`src/gear_pkg.sv`:
```
// constants, types and parameter offsets for the electronic gear follower
// assumes one 125 MHz clock and a simple parameter write/read port
// Behaviour
// reference is quadrature or pulse/direction, selectable
// local: enable starts default mode, powers stage
// bus mode write selects and starts gear
// sync type write sets type and starts
// reference changes scaled by gear, motor follows
// internal units, changes applied at once; code moves at most one increment per cycle, so large ratios lag
// ends on disable at standstill, halt, error
// 131072 motor increments per revolution
// ratio, direction same for every sync type
// local: changes during interruption are discarded
// bus: interruption changes counted, replayed or dropped
// sync type 16 bit: 0 off,1 realtime,2 compensate
// factor numerator over denominator, negative reverses
// ratio resets to one to one
// direction release 1 pos, 2 neg, 3 both
// signed remainder carried, no increments lost
package gear_pkg;
    // parameter offsets
    localparam logic [15:0] OFS_SYNC_TYPE = 16'h1b24;
    localparam logic [15:0] OFS_RATIO_DEN = 16'h2606;
    localparam logic [15:0] OFS_RATIO_NUM = 16'h2608;
    localparam logic [15:0] OFS_DIR_REL = 16'h260a;
    // sync type codes and reset
    localparam logic [15:0] SYNC_OFF = 16'h0000;
    localparam logic [15:0] SYNC_REALTIME = 16'h0001;
    localparam logic [15:0] SYNC_COMPENSATE = 16'h0002;
    localparam logic [15:0] SYNC_MAX = 16'h0002;
    localparam logic [15:0] SYNC_RESET = 16'h0000;
    // direction release codes
    localparam logic [15:0] DIR_POS = 16'h0001;
    localparam logic [15:0] DIR_NEG = 16'h0002;
    localparam logic [15:0] DIR_BOTH = 16'h0003;
    // ratio reset values, one to one
    localparam logic signed [31:0] NUM_RESET = 32'sh0000_0001;
    localparam logic [31:0] DEN_RESET = 32'h0000_0001;
    // operating mode code meaning electronic gear (arbitrary value)
    localparam logic [3:0] OPMODE_GEAR = 4'h3;
    // motor resolution
    localparam logic [16:0] INC_PER_REV_M1 = 17'h1_ffff;
    localparam int INC_PER_REV = 131072;

    // follower state, one-hot
    typedef enum logic [2:0]
    {
        ST_IDLE = 3'b001,
        ST_RUN = 3'b010,
        ST_STOP = 3'b100
    } gear_state_t;

    // parameter access request
    typedef struct packed
    {
        logic wr;
        logic rd;
        logic [15:0] addr;
        logic [31:0] wdata;
    } par_req_t;

    // raw reference pins
    typedef struct packed
    {
        logic a_pulse;
        logic b_dir;
    } ref_pins_t;
endpackage

```
`src/electronic_gear_follower.sv`:
```
// electronic gear follower: reference decode, gear scaling, mode control
// assumes reference pins and enable are asynchronous, the rest is mclk logic
`timescale 1ns/100ps
module electronic_gear_follower (
    input wire logic mclk, // 125 MHz control clock
    input wire logic nrst, // async reset, active low
    input wire gear_pkg::ref_pins_t ref_pins, // a/pulse and b/dir pins
    input wire logic reference_input_format_select, // 0 quadrature, 1 pulse/dir
    input wire logic fieldbus_ctrl, // 1 fieldbus, 0 local control
    input wire logic enable_pin, // local enable input
    input wire logic [3:0] local_default_operating_mode, // local start mode
    input wire logic bus_opmode_wr, // one-cycle write of bus mode
    input wire logic [3:0] bus_operating_mode_select, // bus mode value
    input wire logic halt_req, // halt request level
    input wire logic fault, // drive error level
    input wire logic motor_standstill, // motor at rest
    input wire gear_pkg::par_req_t par_req, // parameter access
    output logic [31:0] par_rdata, // parameter read data
    output logic power_stage_on, // power amplifier active
    output logic gear_active, // gear follows reference
    output logic signed [31:0] set_position, // target, internal units
    output logic [16:0] set_angle, // position within one revolution
    output logic signed [31:0] set_revs // whole revolutions
);
    import gear_pkg::*;

    // synchronisers, first stage only feeds second
    logic [2:0] sync1_r;
    logic [2:0] sync2_r;
    logic a_prev_r; // last synced a/pulse
    logic b_prev_r; // last synced b
    logic en_prev_r; // last synced enable

    // parameters
    logic [15:0] sync_type_r;
    logic signed [31:0] num_r;
    logic [31:0] den_r;
    logic [31:0] den_shadow_r; // waits for numerator write
    logic [15:0] dir_rel_r;

    // state and datapath
    gear_state_t state_r;
    gear_state_t state_nxt;
    logic signed [63:0] frac_r; // scaled remainder
    logic signed [31:0] pending_r; // counts during interruption
    logic signed [31:0] pos_r;
    logic [16:0] angle_r;
    logic signed [31:0] revs_r;
    logic [31:0] rdata_r;
    logic power_r;

    // synced pin views
    wire a_s = sync2_r[0];
    wire b_s = sync2_r[1];
    wire en_s = sync2_r[2];

    // quadrature: one step per edge of either channel
    wire quad_edge = (a_s ^ a_prev_r) | (b_s ^ b_prev_r);
    wire quad_up = quad_edge & ((a_s ^ b_prev_r) == 1'b1);
    wire quad_dn = quad_edge & ~quad_up;
    // pulse/direction: rising pulse edge, dir high counts down
    wire pd_edge = a_s & ~a_prev_r;
    wire pd_up = pd_edge & ~b_s;
    wire pd_dn = pd_edge & b_s;
    wire ref_up = reference_input_format_select ? pd_up : quad_up;
    wire ref_dn = reference_input_format_select ? pd_dn : quad_dn;
    wire ref_any = ref_up | ref_dn;

    // parameter write decode
    wire wr_sync = par_req.wr & (par_req.addr == OFS_SYNC_TYPE);
    wire wr_num = par_req.wr & (par_req.addr == OFS_RATIO_NUM);
    wire wr_den = par_req.wr & (par_req.addr == OFS_RATIO_DEN);
    wire wr_dir = par_req.wr & (par_req.addr == OFS_DIR_REL);
    wire [15:0] wsync = par_req.wdata[15:0];
    wire [15:0] wdir = par_req.wdata[15:0];
    wire sync_ok = wr_sync & (wsync <= SYNC_MAX);
    wire den_ok = wr_den & (par_req.wdata != 32'h0000_0000) & ~par_req.wdata[31];
    wire dir_ok = wr_dir & (wdir >= DIR_POS) & (wdir <= DIR_BOTH);

    // start and stop events
    wire en_rise = en_s & ~en_prev_r;
    wire local_start = ~fieldbus_ctrl & en_rise & (local_default_operating_mode == OPMODE_GEAR);
    wire bus_mode_start = fieldbus_ctrl & bus_opmode_wr & (bus_operating_mode_select == OPMODE_GEAR);
    wire sync_start = fieldbus_ctrl & sync_ok & (wsync != SYNC_OFF);
    wire start_req = local_start | bus_mode_start | sync_start;
    wire bus_disable = (bus_opmode_wr & (bus_operating_mode_select != OPMODE_GEAR)) | (sync_ok & (wsync == SYNC_OFF));
    wire disable_req = fieldbus_ctrl ? bus_disable : ~en_s;
    wire abort = halt_req | fault;
    wire running = (state_r == ST_RUN);
    // replay of counted changes on resume: compensate replays, realtime drops
    wire replay_keep = fieldbus_ctrl & (sync_type_r == SYNC_COMPENSATE);

    // gear step: live reference first, then replayed counts
    // gated by replay_keep: in realtime the counts are cleared on the first
    // running cycle, and must not leak one step out before that
    wire replay_up = running & replay_keep & ~ref_any & (pending_r > 32'sh0000_0000);
    wire replay_dn = running & replay_keep & ~ref_any & (pending_r < 32'sh0000_0000);
    wire step_up = (running & ref_up) | replay_up;
    wire step_dn = (running & ref_dn) | replay_dn;
    wire signed [63:0] num_x = {{32{num_r[31]}}, num_r};
    wire signed [63:0] den_x = {32'h0000_0000, den_r};
    // sign of numerator sets motor direction
    wire signed [63:0] frac_in = step_up ? frac_r + num_x : (step_dn ? frac_r - num_x : frac_r);
    wire mot_fwd = (frac_in >= den_x);
    wire mot_rev = (frac_in <= -den_x);
    // direction release applies in every sync type
    wire fwd_ok = (dir_rel_r == DIR_POS) | (dir_rel_r == DIR_BOTH);
    wire rev_ok = (dir_rel_r == DIR_NEG) | (dir_rel_r == DIR_BOTH);
    wire frac_hold = running | (state_r == ST_STOP);
    wire signed [63:0] frac_nxt = mot_fwd ? frac_in - den_x : (mot_rev ? frac_in + den_x : frac_in);
    wire pos_inc = frac_hold & mot_fwd & fwd_ok;
    wire pos_dec = frac_hold & mot_rev & rev_ok;

    // state transitions
    always_comb
    begin
        state_nxt = state_r;
        unique case (state_r)
            ST_IDLE:
            begin
                if (start_req & ~abort)
                    state_nxt = ST_RUN;
            end
            ST_RUN:
            begin
                if (abort)
                    state_nxt = ST_IDLE;
                else if (disable_req)
                    state_nxt = ST_STOP;
            end
            ST_STOP:
            begin
                if (abort | motor_standstill)
                    state_nxt = ST_IDLE;
                else if (start_req)
                    state_nxt = ST_RUN;
            end
        endcase
    end

    // pin synchronisers
    always_ff @(posedge mclk or negedge nrst)
    begin
        if (!nrst)
        begin
            sync1_r <= 3'h0;
            sync2_r <= 3'h0;
            a_prev_r <= 1'b0;
            b_prev_r <= 1'b0;
            en_prev_r <= 1'b0;
        end
        else
        begin
            sync1_r <= {enable_pin, ref_pins.b_dir, ref_pins.a_pulse};
            sync2_r <= sync1_r;
            a_prev_r <= a_s;
            b_prev_r <= b_s;
            en_prev_r <= en_s;
        end
    end

    // parameter registers; a new ratio takes effect with the numerator
    always_ff @(posedge mclk or negedge nrst)
    begin
        if (!nrst)
        begin
            sync_type_r <= SYNC_RESET;
            num_r <= NUM_RESET;
            den_r <= DEN_RESET;
            den_shadow_r <= DEN_RESET;
            dir_rel_r <= DIR_BOTH;
        end
        else
        begin
            if (sync_ok)
                sync_type_r <= wsync;
            if (den_ok)
                den_shadow_r <= par_req.wdata;
            if (wr_num)
            begin
                num_r <= par_req.wdata;
                den_r <= den_ok ? par_req.wdata : den_shadow_r;
            end
            // out-of-range codes are ignored
            if (dir_ok)
                dir_rel_r <= wdir;
        end
    end

    // read port, unmapped offsets read zero
    always_ff @(posedge mclk or negedge nrst)
    begin
        if (!nrst)
            rdata_r <= 32'h0000_0000;
        else if (par_req.rd)
        begin
            unique case (par_req.addr)
                OFS_SYNC_TYPE: rdata_r <= {16'h0000, sync_type_r};
                OFS_RATIO_NUM: rdata_r <= num_r;
                OFS_RATIO_DEN: rdata_r <= den_shadow_r;
                OFS_DIR_REL: rdata_r <= {16'h0000, dir_rel_r};
                default: rdata_r <= 32'h0000_0000;
            endcase
        end
    end

    // state and power stage
    always_ff @(posedge mclk or negedge nrst)
    begin
        if (!nrst)
        begin
            state_r <= ST_IDLE;
            power_r <= 1'b0;
        end
        else
        begin
            state_r <= state_nxt;
            power_r <= (state_nxt != ST_IDLE);
        end
    end

    // counts seen while not following
    always_ff @(posedge mclk or negedge nrst)
    begin
        if (!nrst)
            pending_r <= 32'sh0000_0000;
        else if (!fieldbus_ctrl)
            pending_r <= 32'sh0000_0000;
        else if (!running)
        begin
            // saturation not needed: 2^31 counts outlast any pause
            if (ref_up)
                pending_r <= pending_r + 32'sh0000_0001;
            else if (ref_dn)
                pending_r <= pending_r - 32'sh0000_0001;
        end
        else if (state_r != state_nxt || !replay_keep)
            pending_r <= replay_keep ? pending_r : 32'sh0000_0000;
        else if (replay_up)
            pending_r <= pending_r - 32'sh0000_0001;
        else if (replay_dn)
            pending_r <= pending_r + 32'sh0000_0001;
    end

    // gear datapath: one motor increment per cycle at most, so very large
    // numerators lag the reference but never lose increments
    always_ff @(posedge mclk or negedge nrst)
    begin
        if (!nrst)
        begin
            frac_r <= 64'sh0000_0000_0000_0000;
            pos_r <= 32'sh0000_0000;
            angle_r <= 17'h0_0000;
            revs_r <= 32'sh0000_0000;
        end
        else
        begin
            if (frac_hold)
                frac_r <= frac_nxt;
            else
                frac_r <= 64'sh0000_0000_0000_0000;
            if (pos_inc)
            begin
                pos_r <= pos_r + 32'sh0000_0001;
                angle_r <= (angle_r == INC_PER_REV_M1) ? 17'h0_0000 : angle_r + 17'h0_0001;
                if (angle_r == INC_PER_REV_M1)
                    revs_r <= revs_r + 32'sh0000_0001;
            end
            else if (pos_dec)
            begin
                pos_r <= pos_r - 32'sh0000_0001;
                angle_r <= (angle_r == 17'h0_0000) ? INC_PER_REV_M1 : angle_r - 17'h0_0001;
                if (angle_r == 17'h0_0000)
                    revs_r <= revs_r - 32'sh0000_0001;
            end
        end
    end

    assign par_rdata = rdata_r;
    assign power_stage_on = power_r;
    assign gear_active = state_r[1];
    assign set_position = pos_r;
    assign set_angle = angle_r;
    assign set_revs = revs_r;
endmodule

```
`config.mk`:
```
export PLATFORM = sky130hd
export DESIGN_NAME = electronic_gear_follower
export DESIGN_NICKNAME = d
export VERILOG_FILES = /design/src/gear_pkg.sv /design/src/electronic_gear_follower.sv
export SDC_FILE = /design/constraint.sdc
export NUM_CORES = 1
export LEC_CHECK = 0
export BUFFER_PORTS_ARGS = -buffer_cell sky130_fd_sc_hd__clkbuf_2
export CORE_AREA = 4 4 274 223
export DETAILED_ROUTE_END_ITERATION = 6
export DIE_AREA = 0 0 278 227
export HOLD_SLACK_MARGIN = 0.05
export PLACE_DENSITY_LB_ADDON = 0.05
export SETUP_SLACK_MARGIN = 0.05
export SYNTH_ARGS = -nofsm -noshare
export SYNTH_HDL_FRONTEND = slang
export SYNTH_SLANG_ARGS = --single-unit
export TNS_END_PERCENT = 50
```
`constraint.sdc`:
```
create_clock -name mclk -period 13.8 [get_ports mclk]
set_clock_uncertainty 0.1 [all_clocks]
set_input_delay 2.07 -clock mclk [delete_from_list [all_inputs] [get_ports mclk]]
set_output_delay 2.07 -clock mclk [all_outputs]
set_load 0.02 [all_outputs]
```
==> flow_summary.toml <==
[run_status]
status = "finished clean"

[cts]
hold_buffers = 0
cts-root-buf = "clkbuf_16"
cts_resized = 0
clock-sinks = 350
h-tree-depth = 2
clk_latency_ns = 0.61
numCtsBuffers = 40
clk_pin_slew_ns = 0.07
cts_tree = "done"
cts_buffer_depth = 3
cts_setup_buffers = 0

[final_layout]
finalNonFillerCells = 5381
nNetsFinal = 4975
syn_to_final_growth_pct = 7.43
layout-drive-gt1-share = 0.109
utilization = 0.666

[pwr]
p_leak_uw = 0.0168
power-per-cell-area_nw_per_um2 = 215
share_comb_of_total_power = 0.712
p_sw_frac = 0.552
internal-power_uw = 3710
ir_drop_v = 0.000221
clock_power_share = 0.133
switchingPower_uw = 4580
seqPwrFrac = 0.155

[synth]
async_flop_share = 1.00
postSynthCellCount = 4551
synth_area_um2 = 35900
synth-seq-cells = 350
synth-edff-count = 0
ys_types = 118
yosysSeqAreaShare = 0.244
synthesis.nets = 4954
synth_area_per_cell_um2 = 7.89
synth_ff_type = "dfrtp_1"
synth_area_leaders = "dfrtp_1 (24%), ha_1 (11%), a21oi_1 (5.6%), nor2_1 (4.4%), nand2_1 (3.8%)"
yosysWarnings = 0
synth_area_leader_cell = "dfrtp_1"
synth_top_area_frac = 0.240

[critical_path]
r2r_start = "num_r[4]"
crit_path_max_incr_delay_ns = 0.93
cp_max_fo = 97
worstSetupEndpointType = "flip-flop"
path_class = "reg2reg"
reg2reg_slack_ns = 0.81
endpoint = "set_revs[28]"
cp_slowest_cell = "a2111oi_0"
regToRegEndpoint = "set_revs[28]"
ff2ff_path_depth = 38
startpoint_type = "flip-flop"
required_ns = 14.17
critical_path_arrival_ns = 13.36
crit_start = "num_r[4]"

[flow_run]
maxCapViolations = 0

[route]
drc_errors = 0
vias = 36900
wl_per_cell_um = 23.5
wirelength_um = 126000
first_iter_violations = 5012
drtPass1Iterations = 7
viasPerCell = 6.85
postRouteAntennaNets = 0

[die]
die_h_um = 227
rows = 79
io_pins = 184
die_w_um = 278
die-area_um2 = 63100
initial_core_util = 0.620
core_area_um2 = 57900

[sta]
hold_viol = 0
drv_slew = 0
setup_tns_ns = 0
finalCritPeriodShare = 0.941
period_minus_slack_ns = 12.99
setup_viol = 0
worst_pin_slew_ns = 1.22
max-slew-margin-rel = 0.186
max_freq_mhz = 77.0
rsz0062_at_grt = "false"

[global_route]
grt_usage = 0.383
antenna_found_initial = 6
grt_pass1_wl_um = 193000
grt_pass1_vias = 33100
grt_max_degree = 98
grt-ovfl-total = 0

[hold_path]
hold_class = "reg2reg"
worstHoldStart = "sync1_r[2]"

[placed_design]
dpl.hpwl_um = 96800
place.gp.congestion = 1.10
dp.cells = 5299
io_buffer_count = 183
-- final cells by class --
| type | instances | area (µm²) |
|---|---|---|
| Multi-Input combinational cell | 3683 | 25200 |
| Fill cell | 5123 | 19400 |
| Sequential cell | 350 | 8770 |
| Timing Repair Buffer | 234 | 1320 |
| Clock buffer | 55 | 1130 |
| Inverter | 263 | 987 |
| Tap cell | 769 | 962 |
| Clock inverter | 17 | 211 |
| Antenna cell | 10 | 25.0 |
-- cell families (layout without fill, tap and decap cells) --
group	after synthesis	after routing	synth area share
AO/OA/AOI/OAI	1492	1492	0.279
XOR/XNOR	172	172	0.0420
adder cells (fa/ha/maj)	334	334	0.118
buffers and inverters	518	569	0.0579
flip-flops	350	350	0.244
multiplexers	133	133	0.0428
other	0	10	0
AND/OR/NAND/NOR	1552	1552	0.216
-- how the worst min path moves through the flow --
stage	to	slack, ns	cells past startpoint
6_report	sync2_r[2]	0.25	0
5_1_grt	sync2_r[2]	0.25	0
4_1_cts	sync2_r[2]	0.25	0
3_5_place_dp	sync2_r[2]	0.25	0
3_3_place_gp	sync2_r[2]	0.24	0
2_1_floorplan	sync2_r[0]	0.23	0
-- metrics by stage --
| step | hold WS (ns) | instance area, µm² | total power [µW] | worst slack, ns |
|---|---|---|---|---|
| 2_1_floorplan | 0.231 | 35900 | 5200 | 1.43 |
| 5_1_grt | 0.250 | 38500 | 8650 | 0.284 |
| 3_3_place_gp | 0.236 | 37200 | 6830 | 0.878 |
| 4_1_cts | 0.248 | 38500 | 7960 | 1.23 |
| 3_5_place_dp | 0.246 | 37200 | 6840 | 0.687 |
| 6_report | 0.253 | 38600 | 8290 | 0.808 |
-- flip-flops by register name (all words and copies together), names as in the netlist, 17 cells and up --
signal,cells
set_revs,32
pending_r,32
par_rdata,32
set_position,32
num_r,32
frac_r,64
den_r,32
set_angle,17
den_shadow_r,32
-- cell usage in the layout (no fill, tap or decap), types with 44 or more instances in the layout --
cell	count
nor3_1	141
buf_4	50
nand3_1	109
clkbuf_2	182
a221oi_1	46
o31ai_1	44
o21bai_1	56
o21ai_0	272
nor2b_1	73
and3_1	52
nor2_1	419
o211ai_1	50
dfrtp_1	344
a211oi_1	71
inv_1	261
nand2_1	364
xnor2_1	134
nand4_1	74
a21oi_1	400
mux2i_1	54
a21o_1	76
nor4_1	66
mux2_2	51
ha_1	328
or3_1	44
a31oi_1	56
o22ai_1	63
-- power by group through the flow --
stage               sequential (µW)  combinational [µW]  clock [µW]
global placement               1280                5550           0
global route                   1290                6210        1150
finish                         1290                5900        1100
floorplan                      1200                4010           0
CTS                            1270                5590        1110
detailed placement             1290                5550           0
-- per-layer routing --
metal	track usage	vias to the layer above	part of all wire
li1	-	16900	-
met1	0.579	17400	0.44
met2	0.504	2221	0.38
met3	0.148	286	0.15
met4	0.0917	6	0.026
met5	0.0396	-	0.0021
-- cells in the mapped netlist, types with 76 or more instances --
library cell	n
nor3_1	141
dfrtp_1	344
nand3_1	109
o21ai_0	272
inv_1	261
clkbuf_1	181
ha_1	328
nand2_1	364
a21o_1	76
xnor2_1	134
a21oi_1	404
nor2_1	421
-- critical path: cells and delay by family (launching register included) --
kind	cells	cell delay [ns]
AND/OR/NAND/NOR	7	1.66
buffers and inverters	3	0.62
multiplexers	1	0.27
flip-flops	1	0.47
XOR/XNOR	1	0.17
AO/OA/AOI/OAI	23	8.24
adder cells (fa/ha/maj)	3	1.16
No activity file was read; power rests on OpenSTA's default activity.
